$ cat config.mk
export PLATFORM = sky130hd
export DESIGN_NAME = lsw_regs
export DESIGN_NICKNAME = d
export VERILOG_FILES = /design/src/hw/lsw_sync.v /design/src/hw/lsw_regs.v
export VERILOG_INCLUDE_DIRS = /design/src /design/src/hw
export SDC_FILE = /design/constraint.sdc
export NUM_CORES = 1
export LEC_CHECK = 0
export ABC_AREA = 1
export BUFFER_PORTS_ARGS = -buffer_cell sky130_fd_sc_hd__buf_2
export CAP_MARGIN = 20
export CORE_ASPECT_RATIO = 1.5
export CORE_MARGIN = 4
export CORE_UTILIZATION = 40
export CTS_BUF_LIST = sky130_fd_sc_hd__clkbuf_16
export DETAILED_ROUTE_END_ITERATION = 8
export PLACE_DENSITY = 0.56
export SYNTH_ARGS = -nofsm -noshare
export SYNTH_HDL_FRONTEND = slang
export SYNTH_SLANG_ARGS = --single-unit
export TNS_END_PERCENT = 10
$ cat constraint.sdc
create_clock -name ref_clk -period 2.05 [get_ports ref_clk]
set_input_delay 0.1025 -clock ref_clk [delete_from_list [all_inputs] [get_ports ref_clk]]
set_output_delay 0.1025 -clock ref_clk [all_outputs]
set_load 0.005 [all_outputs]
$ cat src/hw/lsw_defines.vh
// Constants for the low-side switch diagnostic and configuration register bank.
// Assumes inclusion by bare name from the design files under hw/.
`ifndef LSW_DEFINES_VH
`define LSW_DEFINES_VH

// ----------------------------------------------------------------
// Serial frame
// ----------------------------------------------------------------
`define LSW_FRAME_BITS 5'd16
`define LSW_CMD_BITS 5'd8

// ----------------------------------------------------------------
// Instruction codes
// ----------------------------------------------------------------
`define LSW_CMD_RD_DIAG1 8'h11
`define LSW_CMD_RD_DIAG2 8'h12
`define LSW_CMD_RD_DIAG3 8'h13
`define LSW_CMD_RD_DIAG4 8'h14
`define LSW_CMD_RD_DIAG5 8'h15
`define LSW_CMD_RD_CFG 8'h21
`define LSW_CMD_WR_CFG 8'h22
`define LSW_CMD_CLR_DIAG 8'h30

// ----------------------------------------------------------------
// Reset values
// ----------------------------------------------------------------
`define LSW_DIAG_RST 36'hFFFFFFFFF
`define LSW_CFG_RST 8'hFF

// ----------------------------------------------------------------
// Field codes and positions
// ----------------------------------------------------------------
`define LSW_CODE_OK 2'h3
`define LSW_CODE_SCB 2'h2
`define LSW_CODE_OL 2'h1
`define LSW_CODE_SCG 2'h0
`define LSW_CFG_NOFUNC 0
`define LSW_CFG_SRC 1
`define LSW_CFG_OUT17 2
`define LSW_CFG_OUT18 3
`define LSW_CFG_OUT9 4
`define LSW_CFG_OUT10 5
`define LSW_CFG_OUT15 6
`define LSW_CFG_OUT16 7
`define LSW_D5_BATT 4
`define LSW_D5_FILL 3'h7

`endif

$ cat src/hw/lsw_sync.v
// Two-flop level synchroniser for a bundle of asynchronous inputs.
// Assumes each bit is an independent level; no bus coherency is given.
`timescale 1ns/100ps
module lsw_sync #(
    parameter WIDTH = 1,
    parameter [WIDTH-1:0] RST_VAL = {WIDTH{1'b0}}
) (
    input wire ref_clk,
    input wire nrst,
    input wire [WIDTH-1:0] async_in,
    output wire [WIDTH-1:0] sync_out
);
    reg [WIDTH-1:0] meta_r;
    reg [WIDTH-1:0] sync_r;

    always @(posedge ref_clk or negedge nrst)
    begin
        if (!nrst)
        begin
            // Per-bit idle level, so release shows no false activity
            meta_r <= RST_VAL;
            sync_r <= RST_VAL;
        end
        else
        begin
            meta_r <= async_in;
            sync_r <= meta_r;
        end
    end

    assign sync_out = sync_r;
endmodule // lsw_sync

$ cat src/hw/lsw_regs.v
// Diagnostic and configuration register bank of an 18-stage low-side switch,
// reached over a serial slave port whose clock is sampled by ref_clk.
// Assumes sclk runs well below ref_clk/4 and fault codes come from analog
// detection logic outside this clock domain.
//
// Function
// - Five diagnostic registers, read only
// - Two bits per stage, ascending, low first
// - Fifth register: stages 17, 18 in low bits
// - Codes: 11 ok, 10 short/hot, 01 open, 00 ground
// - Fifth register bit 4 shows battery sense
// - Battery bit sampled live, never latched
// - Fifth register bits 7-5 read one
// - Config read/write, resets ones, bit0 one
// - Config bit 1 picks control source
// - Config bits 2-7 pick short shutoff
// - Separate read instruction per diagnostic register
// - Clear sets fields only without present fault
// - Clear re-enables tripped stage, restarts filtering
`timescale 1ns/100ps
`include "lsw_defines.vh"
module lsw_regs #(
    parameter STAGES = 18
) (
    input wire ref_clk,
    input wire nrst,
    input wire sclk,
    input wire cs_n,
    input wire mosi,
    output reg miso,
    output reg miso_oe,
    input wire [2*STAGES-1:0] fault_code_bits_in,
    input wire battery_sense,
    output reg control_source_select,
    output reg [5:0] short_shutoff_cfg,
    output reg [STAGES-1:0] stage_shutoff,
    output reg [STAGES-1:0] current_limit,
    output reg [STAGES-1:0] filter_restart
);

    // ----------------------------------------------------------------
    // Input synchronisation
    // ----------------------------------------------------------------
    localparam SYNC_W = 2 * STAGES + 4;
    wire [SYNC_W-1:0] sync_bus;
    wire sclk_s;
    wire cs_n_s;
    wire mosi_s;
    wire batt_s;
    wire [2*STAGES-1:0] fault_s;

    // Idle levels after reset: deselected, clock low, no fault
    // Zeros would look like a selected port and ground shorts
    lsw_sync #(
        .WIDTH(SYNC_W),
        .RST_VAL({{(2*STAGES){1'b1}}, 1'b1, 1'b0, 1'b1, 1'b0})
    ) u_sync (
        .ref_clk(ref_clk),
        .nrst(nrst),
        .async_in({fault_code_bits_in, battery_sense, mosi, cs_n, sclk}),
        .sync_out(sync_bus)
    );

    assign sclk_s = sync_bus[0];
    assign cs_n_s = sync_bus[1];
    assign mosi_s = sync_bus[2];
    assign batt_s = sync_bus[3];
    assign fault_s = sync_bus[SYNC_W-1:4];

    // ----------------------------------------------------------------
    // Serial clock edges
    // ----------------------------------------------------------------
    reg sclk_d_r;
    wire sclk_rise;
    wire sclk_fall;

    always @(posedge ref_clk or negedge nrst)
    begin
        if (!nrst)
            sclk_d_r <= 1'b0;
        else
            sclk_d_r <= sclk_s;
    end

    assign sclk_rise = sclk_s & ~sclk_d_r & ~cs_n_s;
    assign sclk_fall = ~sclk_s & sclk_d_r & ~cs_n_s;

    // ----------------------------------------------------------------
    // Register state
    // ----------------------------------------------------------------
    reg [2*STAGES-1:0] diag_r;
    reg [7:0] cfg_r;
    reg [4:0] bit_cnt_r;
    reg [7:0] rx_r;
    reg [7:0] cmd_r;
    reg [7:0] tx_r;
    wire [7:0] rx_byte;
    wire cmd_done;
    wire frame_done;
    wire do_clear;
    wire do_cfg_wr;

    assign rx_byte = {rx_r[6:0], mosi_s};
    assign cmd_done = sclk_rise && (bit_cnt_r == `LSW_CMD_BITS - 5'd1);
    assign frame_done = sclk_rise && (bit_cnt_r == `LSW_FRAME_BITS - 5'd1);
    // Both take effect only on a complete frame; an aborted frame does nothing
    assign do_clear = frame_done && (cmd_r == `LSW_CMD_CLR_DIAG);
    assign do_cfg_wr = frame_done && (cmd_r == `LSW_CMD_WR_CFG);

    // ----------------------------------------------------------------
    // Register views
    // ----------------------------------------------------------------
    wire [7:0] diag_status_1;
    wire [7:0] diag_status_2;
    wire [7:0] diag_status_3;
    wire [7:0] diag_status_4;
    wire [7:0] diag_status_5;
    wire [7:0] source_and_short_config;

    assign diag_status_1 = diag_r[7:0];
    assign diag_status_2 = diag_r[15:8];
    assign diag_status_3 = diag_r[23:16];
    assign diag_status_4 = diag_r[31:24];
    // Battery bit comes straight from the synchroniser at decode time
    assign diag_status_5 = {`LSW_D5_FILL, batt_s, diag_r[35:32]};
    assign source_and_short_config = cfg_r;

    // ----------------------------------------------------------------
    // Read data selection
    // ----------------------------------------------------------------
    // Unknown instructions read zero and change nothing
    function [7:0] read_sel;
        input [7:0] cmd;
        input [7:0] d1;
        input [7:0] d2;
        input [7:0] d3;
        input [7:0] d4;
        input [7:0] d5;
        input [7:0] cfg;
        begin
            case (cmd)
                `LSW_CMD_RD_DIAG1: read_sel = d1;
                `LSW_CMD_RD_DIAG2: read_sel = d2;
                `LSW_CMD_RD_DIAG3: read_sel = d3;
                `LSW_CMD_RD_DIAG4: read_sel = d4;
                `LSW_CMD_RD_DIAG5: read_sel = d5;
                `LSW_CMD_RD_CFG: read_sel = cfg;
                default: read_sel = 8'h00;
            endcase
        end
    endfunction

    // ----------------------------------------------------------------
    // Serial shift engine
    // ----------------------------------------------------------------
    always @(posedge ref_clk or negedge nrst)
    begin
        if (!nrst)
        begin
            bit_cnt_r <= 5'h00;
            rx_r <= 8'h00;
            cmd_r <= 8'h00;
            tx_r <= 8'h00;
            miso <= 1'b0;
            miso_oe <= 1'b0;
        end
        else if (cs_n_s)
        begin
            bit_cnt_r <= 5'h00;
            cmd_r <= 8'h00;
            tx_r <= 8'h00;
            miso <= 1'b0;
            miso_oe <= 1'b0;
        end
        else
        begin
            miso_oe <= 1'b1;
            if (sclk_rise)
            begin
                rx_r <= rx_byte;
                if (bit_cnt_r != `LSW_FRAME_BITS)
                    bit_cnt_r <= bit_cnt_r + 5'd1;
                if (cmd_done)
                begin
                    cmd_r <= rx_byte;
                    tx_r <= read_sel(rx_byte, diag_status_1, diag_status_2, diag_status_3,
                        diag_status_4, diag_status_5, source_and_short_config);
                end
            end
            if (sclk_fall && (bit_cnt_r >= `LSW_CMD_BITS) && (bit_cnt_r < `LSW_FRAME_BITS))
            begin
                // Master samples on the next rising edge
                miso <= tx_r[7];
                tx_r <= {tx_r[6:0], 1'b0};
            end
        end
    end

    // ----------------------------------------------------------------
    // Configuration register
    // ----------------------------------------------------------------
    always @(posedge ref_clk or negedge nrst)
    begin
        if (!nrst)
            cfg_r <= `LSW_CFG_RST;
        else if (do_cfg_wr)
        begin
            cfg_r <= rx_byte;
            cfg_r[`LSW_CFG_NOFUNC] <= 1'b1;
        end
    end

    always @(posedge ref_clk or negedge nrst)
    begin
        if (!nrst)
        begin
            control_source_select <= 1'b1;
            short_shutoff_cfg <= 6'h3F;
        end
        else
        begin
            control_source_select <= cfg_r[`LSW_CFG_SRC];
            short_shutoff_cfg <= cfg_r[`LSW_CFG_OUT16:`LSW_CFG_OUT17];
        end
    end

    // ----------------------------------------------------------------
    // Per-stage shutoff selection
    // ----------------------------------------------------------------
    // Only stages 9, 10, 15..18 are configurable; the rest always shut off
    function shut_en;
        input integer idx;
        input [7:0] cfg;
        begin
            case (idx)
                8: shut_en = cfg[`LSW_CFG_OUT9];
                9: shut_en = cfg[`LSW_CFG_OUT10];
                14: shut_en = cfg[`LSW_CFG_OUT15];
                15: shut_en = cfg[`LSW_CFG_OUT16];
                16: shut_en = cfg[`LSW_CFG_OUT17];
                17: shut_en = cfg[`LSW_CFG_OUT18];
                default: shut_en = 1'b1;
            endcase
        end
    endfunction

    // ----------------------------------------------------------------
    // Diagnostic fields and stage protection
    // ----------------------------------------------------------------
    genvar gi;
    generate
        for (gi = 0; gi < STAGES; gi = gi + 1)
        begin : g_stage
            wire [1:0] code_in;
            wire fault_now;
            wire scb_now;

            assign code_in = fault_s[2*gi+1:2*gi];
            assign fault_now = (code_in != `LSW_CODE_OK);
            assign scb_now = (code_in == `LSW_CODE_SCB);

            // A present fault always wins over a clear in the same cycle
            always @(posedge ref_clk or negedge nrst)
            begin
                if (!nrst)
                    diag_r[2*gi+1:2*gi] <= `LSW_CODE_OK;
                else if (fault_now)
                    diag_r[2*gi+1:2*gi] <= code_in;
                else if (do_clear)
                    diag_r[2*gi+1:2*gi] <= `LSW_CODE_OK;
            end

            // Clear releases the stage; a lasting short trips it again
            always @(posedge ref_clk or negedge nrst)
            begin
                if (!nrst)
                begin
                    stage_shutoff[gi] <= 1'b0;
                    current_limit[gi] <= 1'b0;
                    filter_restart[gi] <= 1'b0;
                end
                else
                begin
                    filter_restart[gi] <= do_clear && stage_shutoff[gi];
                    if (do_clear)
                    begin
                        stage_shutoff[gi] <= 1'b0;
                        current_limit[gi] <= 1'b0;
                    end
                    else if (scb_now)
                    begin
                        // A stage already off stays off; never off and limited at once
                        if (shut_en(gi, cfg_r))
                        begin
                            stage_shutoff[gi] <= 1'b1;
                            current_limit[gi] <= 1'b0;
                        end
                        else if (!stage_shutoff[gi])
                            current_limit[gi] <= 1'b1;
                    end
                end
            end
        end
    endgenerate

endmodule // lsw_regs

# Yosys cells after proc, flatten, opt, wreduce, memory -nomap -nowiden
# Cells that the tools add are included.
# word_totals
regBits,215
inputBits,42
output_inout_bits,63
elab_cells,478
# op_classes
n_addsub,1
n_lt_le_gt_ge,2
n_eq_ne,65
n_mux,195
bitwise,7
reduce_logical,124
# ops
operator,n
1-bit two-way mux,165
2-bit nonzero test,58
2-bit AND reduction,40
8-bit two-way mux,7
"3-bit by 1-bit != test with 1-bit output, second input constant",18
8-bit one-hot mux with 6 select lines,1
"8-bit by 5-bit == test with 1-bit output, second input constant",5
2-bit two-way mux,19
"2-bit == test, second input constant",18
"2-bit != test, second input constant",18
"8-bit by 6-bit == test with 1-bit output, second input constant",3
1-bit logical AND,24
5-bit two-way mux,3
3-bit nonzero test,2
"5-bit by 1-bit adder with 5-bit output, second input constant",1
"5-bit by 3-bit == test with 1-bit output, second input constant",1
"5-bit by 4-bit == test with 1-bit output, second input constant",1
"5-bit by 4-bit >= comparator with 1-bit output, second input constant",1
"5-bit < comparator, second input constant",1
"5-bit != test, second input constant",1
1-bit AND,4
1-bit NOT,3

# Logic depth before layout (Yosys ltp)
# Gate-level depths: netlist of run 1.
# depth
word_depth,9
mapped_depth,11
mapped_depth_nobuf,10

# By module
# From an unflattened synthesis of run 1, not the netlist that was laid out.
# unflattened
cells_unflattened,703
hier_area_um2,7636.1
# by_module_without_submodules
module,n_inst,cells_each,area_each_um2,seq_area_each_um2
lsw_regs,1,623,5539.1,3140.5
lsw_sync,1,80,2097.0,2097.0

# Worst setup path before layout of run 1
# No wires, ideal clock.
# synth_path
kind,register to register
startpoint,reg bit_cnt_r[0]
endpoint,reg diag_r[13]
setup_ps,96
arrival_time_ps,1602
required_ps,1954
path_slack_ps,351
stages_incl_launch_ff,10
cell_sequence,dfrtp_1 -> ha_1 -> nand2_1 -> nor2_1 -> ha_1 -> inv_1 -> nor2_4 -> nand2_2 -> buf_1 -> a31oi_1
# synth_via
elab_chain_cells,4
# synth_rtl
element,line_no,rtl
from (decl),lsw_regs.v:93,reg [4:0] bit_cnt_r;
from (signal assigned),lsw_regs.v:182,bit_cnt_r <= bit_cnt_r + 5'd1;
5-bit by 4-bit == test with 1-bit output,lsw_regs.v:105,assign frame_done = sclk_rise && (bit_cnt_r == `LSW_FRAME_BITS - 5'd1);
1-bit logical AND,lsw_regs.v:105,
1-bit logical AND,lsw_regs.v:107,assign do_clear = frame_done && (cmd_r == `LSW_CMD_CLR_DIAG);
2-bit nonzero test (no source line),n/a,
"to (signal, indexed assignment)",lsw_regs.v:266,diag_r[2*gi+1:2*gi] <= `LSW_CODE_OK;
"to (signal, indexed assignment)",lsw_regs.v:268,diag_r[2*gi+1:2*gi] <= code_in;
"to (signal, indexed assignment)",lsw_regs.v:270,diag_r[2*gi+1:2*gi] <= `LSW_CODE_OK;
to (decl),lsw_regs.v:91,reg [2*STAGES-1:0] diag_r;
# No other way between the ends.
# A chain may end at the register's enable or synchronous reset.

# Final worst setup path of run 1
# layout_path
startpoint,reg bit_cnt_r[0]
endpoint,reg filter_restart[7]
# layout_via
elab_chain_cells,4
# layout_rtl
element,line_no,rtl
5-bit by 4-bit == test with 1-bit output,lsw_regs.v:105,
1-bit logical AND,lsw_regs.v:105,
1-bit logical AND,lsw_regs.v:107,
1-bit logical AND,lsw_regs.v:284,filter_restart[gi] <= do_clear && stage_shutoff[gi];
"to (signal, indexed assignment)",lsw_regs.v:284,
to (decl),lsw_regs.v:38,output reg [STAGES-1:0] filter_restart
# No other way between the ends.

==> results.toml, run 1 <==
[global_routing]
grt_start_max_net_pins = 65
overflow = 0
grt_use_total_pct = 16.1
antenna_found_initial = 0
grt_first_pass_wirelength_um = 27700
grt_pass1_vias = 5489

[floorplan]
std_cell_rows = 61
die_w_um = 120
die_h_um = 176
io_pins = 105
die-area_um2 = 21100
core-area_um2 = 18500
start_util_pct = 40.6

[worst_setup_path]
crit_required_ns = 2.40
crit_chain = "ha_1, nand2_1, nor2_1, ha_1, inv_1, nor2_4, nand3_4, nor2_8, inv_4, nor2_1"
cp-start-kind = "flop"
criticalPathCategory = "flop to flop"
path_max_fanout = 27
end_kind = "flop"
reg2reg_slack_ns = 0.11
slowest_delay_ns = 0.44
slowest_stage = "dfrtp_2"
r2r-start = "bit_cnt_r[0]$_DFFE_PN0P_"
reg2reg_depth = 10
cp-startpoint = "bit_cnt_r[0]$_DFFE_PN0P_"
endpoint = "filter_restart[7]$_DFF_PN0_"
r2r-end = "filter_restart[7]$_DFF_PN0_"
arrival_ns = 2.29

[power]
combPwrFrac_pct = 6.5
intPower_w = 0.00643
power.share.clock_pct = 40.9
power.density_nw_per_um2 = 888
p_leak_nw = 4.56
peakVddDrop_uv = 808
power_frac_seq_pct = 52.7
swShare_pct = 22.5
switchingPower_w = 0.00186

[route]
final_antenna_net_count = 0
firstDrtPassIters = 8
wl_met1_um = 6300
vias_per_cell = 4.60
via_count = 5095
topRoutingLayerUsed = "met4"
drc = 0
drt_wl_total_um = 16100
met3_length_um = 650
drt_iter0_drc = 250
met2_length_um = 8770
routedWlPerCell_um = 14.5

[yosys]
synth-seq-area-share_pct = 69.8
synth_top_family_by_area = "simple AND/OR/NAND/NOR gates"
synthMuxAreaShare_pct = 0
synth-compound-area-share_pct = 7.37
synth_edf_count = 0
synth_cell_type_count = 35
synth_warnings = 0
avgSynthCellArea_um2 = 10.9
synth_xor_xnor_area_share_pct = 0
async_reset_ff_share_pct = 100
ys_seq_elements = 203
synth_area_um2 = 7500
synthFlopType = "dfstp_2"
syn_inst = 687
synthAdderAreaFrac_pct = 0.500
synthSimpleGateAreaFrac_pct = 15.1

[clock_network]
clkSinkCount = 203
clkLatencyLatePin_ns = 0.48
cts_tree = "built"
numCtsBuffers = 20
post_cts_buffers = 0
cts_buffer_depth = 3
clk_pin_slew_ns = 0.06
cts-htree-levels = 1
root_buffer = "clkbuf_16"

[final_layout]
drive_gt1_share_pct = 32.0
area.growth.synth_to_final_pct = 24.6
final_common_cell = "dfstp_2"
fin_nets = 888
diodes = 0
layout_common_cells = "dfstp_2, inv_1, nor2_1"

[sta]
final-setup-viol-count = 0
finalHoldViolations = 0
post-route-period-util_pct = 94.6
clock_skew_ns = 0.00935
timing.fmax_mhz = 516
whs_ns = 0.162
fin_tns_setup_ns = 0
rsz0062_at_grt = "no"
worstMarginPinSlew_ns = 0.554
maxSlewViolCount = 0
period_minus_slack_ns = 1.94
relSlewSlack_pct = 63.1

[placed_design]
place_congestion = 0.862
portBuffers = 92
dp_hpwl_um = 11400

[hold_path]
hp-class = "input pin to async pin"

[flow_run]
maxCapViolCount = 0

[run_status]
status = "completed"
synthesized netlist by cell type (3+ instances only):
cell type  count  area [µm²]
inv_2          3        11.3
o21ai_0       27         135
inv_1        100         375
buf_4         12        90.1
nor2_4         3        33.8
dfrtp_1       77        1930
a21oi_1       39         195
buf_2          5        25.0
ha_1           3        37.5
o22ai_1        9        56.3
nand2_1       94         353
nor2_1       102         383
a31oi_1       15        93.8
nor2_2         3        18.8
dfstp_2      126        3310
nand3_1       36         180
nand4_1        9        56.3
sequential cells by signal, summed over array words and instances, names as in the netlist:
register	flops
current_limit	6
diag_r	36
u_sync.meta_r	40
short_shutoff_cfg	6
filter_restart	18
control_source_select	1
miso	1
u_sync.sync_out	40
rx_r	7
sclk_d_r	1
stage_shutoff	18
bit_cnt_r	5
tx_r	8
cfg_r	7
cmd_r	8
miso_oe	1
how the worst min path moves through the flow:
stage / startpoint / end / slack, ns / cells after the start
2_1_floorplan: nrst / bit_cnt_r[0]$_DFFE_PN0P_ / -0.19 / 0
3_3_place_gp: nrst / filter_restart[13]$_DFF_PN0_ / 0.12 / 1
3_5_place_dp: nrst / filter_restart[13]$_DFF_PN0_ / 0.13 / 1
4_1_cts: nrst / filter_restart[13]$_DFF_PN0_ / 0.19 / 2
5_1_grt: nrst / stage_shutoff[13]$_DFFE_PN0P_ / 0.21 / 2
6_report: nrst / filter_restart[15]$_DFF_PN0_ / 0.16 / 2
power by group through the flow:
stage	clock network (W)	registers, W	logic (W)
after floorplan	0	0.00440	0.000275
after global placement	0	0.00443	0.000470
after detailed placement	0	0.00443	0.000481
after CTS	0.00349	0.00437	0.000545
after global routing	0.00370	0.00439	0.000618
final	0.00339	0.00437	0.000538
through the flow:
| stage | total power (W) | instances | setup WS (ns) | util, % | cell area [µm²] |
|---|---|---|---|---|---|
| finish | 0.00830 | 1108 | 0.111 | 50.6 | 9350 |
| floorplan | 0.00467 | 698 | 0.351 | - | 7550 |
| CTS | 0.00841 | 1108 | 0.117 | 50.6 | 9340 |
| detailed placement | 0.00492 | 1032 | 0.158 | 45.1 | 8320 |
| global placement | 0.00490 | 1032 | 0.225 | 45.1 | 8320 |
| global route | 0.00870 | 1108 | 0.0181 | 50.6 | 9350 |
per-layer routing:
| layer | up-vias | global-route usage (%) |
|---|---|---|
| met2 | 113 | 30.0 |
| met5 | - | 0 |
| met1 | 2495 | 19.5 |
| met4 | 0 | 4.44 |
| met3 | 33 | 2.19 |
| li1 | 2454 | - |
critical path: cells and delay by family, from the launching register on:
kind | cells | cell delay (ns)
adder cells (fa/ha/maj) | 2 | 0.40
AND/OR/NAND/NOR | 6 | 0.48
buffers and inverters | 2 | 0.47
flip-flops | 1 | 0.44
area by class of cell:
class | instances | area, µm²
Clock buffer | 21 | 526
Clock inverter | 14 | 85.1
Fill cell | 1730 | 9120
Inverter | 104 | 393
Multi-Input combinational cell | 369 | 1770
Sequential cell | 203 | 5240
Tap cell | 252 | 315
Timing Repair Buffer | 145 | 1020
cell families after synthesis:
group	after synthesis
AO/OA/AOI/OAI	97
adder cells (fa/ha/maj)	3
buffers and inverters	126
flip-flops	203
other	1
AND/OR/NAND/NOR	257
timing repair:
item / 4_1_cts / 5_1_grt
hold buffers: 41 / 0
setup endpoints to repair: 0 / 10
resized for setup: 0 / 2
endpoints found under the hold margin: 82 / 0
No activity file was read; power rests on OpenSTA's default activity.
==> inputs of run 2 (changes only) <==
CTS_CLUSTER_SIZE = 12   (was unset)
PLACE_DENSITY = 0.63   (was 0.56)
==> run 2 against run 1 <==
Total power down 1.2%. Global-route usage down 0.38 points. Critical path depth rose by 1. Flip-flop and latch count is the same. Clock power decreased by 3%. Clock-buffer cell count unchanged. Hold slack improved by 0.019 ns. Core utilization rose by 0.061 points. Sequential power barely moved. Combinational power decreased by 2%. Largest cell class unchanged.
==> results.toml, run 2 (synthesis gave the netlist of run 1 again) <==
[run_status]
status = "completed"

[floorplan]
die-area_um2 = 21100
io_pins = 105
std_cell_rows = 61
die_w_um = 120
core-area_um2 = 18500
start_util_pct = 40.6
die_h_um = 176

[sta]
rsz0062_at_grt = "no"
final-setup-viol-count = 0
period_minus_slack_ns = 1.90
whs_ns = 0.181
finalHoldViolations = 0
clock_skew_ns = 0.0111
timing.fmax_mhz = 526
relSlewSlack_pct = 63.7
post-route-period-util_pct = 92.7
worstMarginPinSlew_ns = 0.544
fin_tns_setup_ns = 0
maxSlewViolCount = 0
setup_ws_ns = 0.150

[worst_setup_path]
reg2reg_depth = 11
crit_cells = 11
crit_family = "simple AND/OR/NAND/NOR gates"
cp-start-kind = "flop"
slowest_delay_ns = 0.40
path_max_fanout = 18
end_kind = "flop"
arrival_ns = 2.32
crit_chain = "ha_2, nand2_1, nor2_1, ha_1, inv_1, nor2_4, nand3_4, nor2_8, inv_4, buf_12, a21oi_1"
slowest_stage = "dfrtp_1"
criticalPathCategory = "flop to flop"
crit_required_ns = 2.47
crit_buf_inv = 3

[power]
p_leak_nw = 4.58
power.density_nw_per_um2 = 876
peakVddDrop_uv = 605

[global_routing]
overflow = 0
grt_pass1_vias = 5398
grt_start_max_net_pins = 66
grt_first_pass_wirelength_um = 27000
antenna_found_initial = 0
grt_use_total_pct = 15.7

[placed_design]
portBuffers = 92
place_ws_ns = 0.0977
place_congestion = 0.859
dp_hpwl_um = 11200

[final_layout]
drive_gt1_share_pct = 32.3
final_common_cell = "dfstp_2"
layout_common_cells = "dfstp_2, inv_1, nor2_1"
diodes = 0
utilization_pct = 50.7
area.growth.synth_to_final_pct = 24.7
fin_nets = 894

[clock_network]
cts_buffer_depth = 3
clk_pin_slew_ns = 0.06
clkSinkCount = 203
numCtsBuffers = 21
cts_tree = "built"
cts-htree-levels = 1
clkLatencyLatePin_ns = 0.50
root_buffer = "clkbuf_16"

[route]
final_antenna_net_count = 0
drc = 0
vias_per_cell = 4.57
routedWlPerCell_um = 14.5
drt_iter0_drc = 263
via_count = 5080
drt_wl_total_um = 16200
firstDrtPassIters = 4

[hold_path]
hp-class = "input pin to async pin"

[flow_run]
maxCapViolCount = 0
==> run 2: cell count changes in the layout (fill, tap and decap cells not counted), sizes merged <==
cell    change
bufinv      -1
clkinv      -4
buf         +5
inv         +4
==> run 2: path summary, 6_finish.rpt <==
check / start / endpoint / slack (ns)
max: bit_cnt_r[0]$_DFFE_PN0P_ / diag_r[20]$_DFFE_PN1P_ / 0.15
min: nrst / stage_shutoff[17]$_DFFE_PN0P_ / 0.18
max reg2reg: bit_cnt_r[0]$_DFFE_PN0P_ / diag_r[20]$_DFFE_PN1P_ / 0.15
min reg2reg: u_sync.meta_r[0]$_DFF_PN0_ / u_sync.sync_out[0]$_DFF_PN0_ / 0.34
max in group asynchronous: nrst / u_sync.meta_r[12]$_DFF_PN1_ / 1.14
min in group ref_clk: fault_code_bits_in[10] / u_sync.meta_r[14]$_DFF_PN1_ / 0.24
==> run 2: timing repair <==
| item | CTS | global route |
|---|---|---|
| buffers inserted | 0 | 2 |
| endpoints found under the hold margin | 100 | 0 |
| endpoints found under the setup margin | 0 | 33 |
| hold buffers | 41 | 0 |
| resized for setup | 0 | 2 |
==> run 2: routing by layer <==
| layer | up-vias | GRT usage (%) | routed length [µm] | share of wire, % |
|---|---|---|---|---|
| met5 | - | 0 | 0 | 0 |
| met4 | 0 | 4.92 | 412 | 2.6 |
| met3 | 26 | 2.06 | 629 | 3.9 |
| met2 | 110 | 29.2 | 8710 | 54 |
| met1 | 2476 | 18.8 | 6400 | 40 |
| li1 | 2468 | - | - | - |
==> run 2: where the power goes <==
| part | leakage, nW | internal, W | total, W | switching, W |
|---|---|---|---|---|
| Combinational | 1.98 | 0.000193 | 0.000529 | 0.000337 |
| Clock | 0.315 | 0.00184 | 0.00330 | 0.00145 |
| Sequential | 2.28 | 0.00427 | 0.00437 | 0.0000999 |
==> run 2: area by class of cell <==
| class | count | area, µm² |
|---|---|---|
| Clock buffer | 21 | 526 |
| Clock inverter | 13 | 57.6 |
| Fill cell | 1697 | 9110 |
| Inverter | 104 | 393 |
| Multi-Input combinational cell | 369 | 1770 |
| Sequential cell | 203 | 5240 |
| Tap cell | 252 | 315 |
| Timing Repair Buffer | 150 | 1060 |
==> run 2: worst register-to-register path, stage by stage, from the launching register on <==
cell and delay [ns]:
dfrtp_1 0.40, ha_2 0.21, nand2_1 0.08, nor2_1 0.10, ha_1 0.15, inv_1 0.09
nor2_4 0.14, nand3_4 0.11, nor2_8 0.20, inv_4 0.06, buf_12 0.15, a21oi_1 0.15
==> run 2: stage by stage <==
step	area, µm²	power [W]	std cells
after floorplan	7550	0.00467	698
after global placement	8340	0.00489	1035
after detailed placement	8340	0.00490	1035
after CTS	9340	0.00830	1110
after global routing	9360	0.00855	1112
final	9360	0.00819	1112
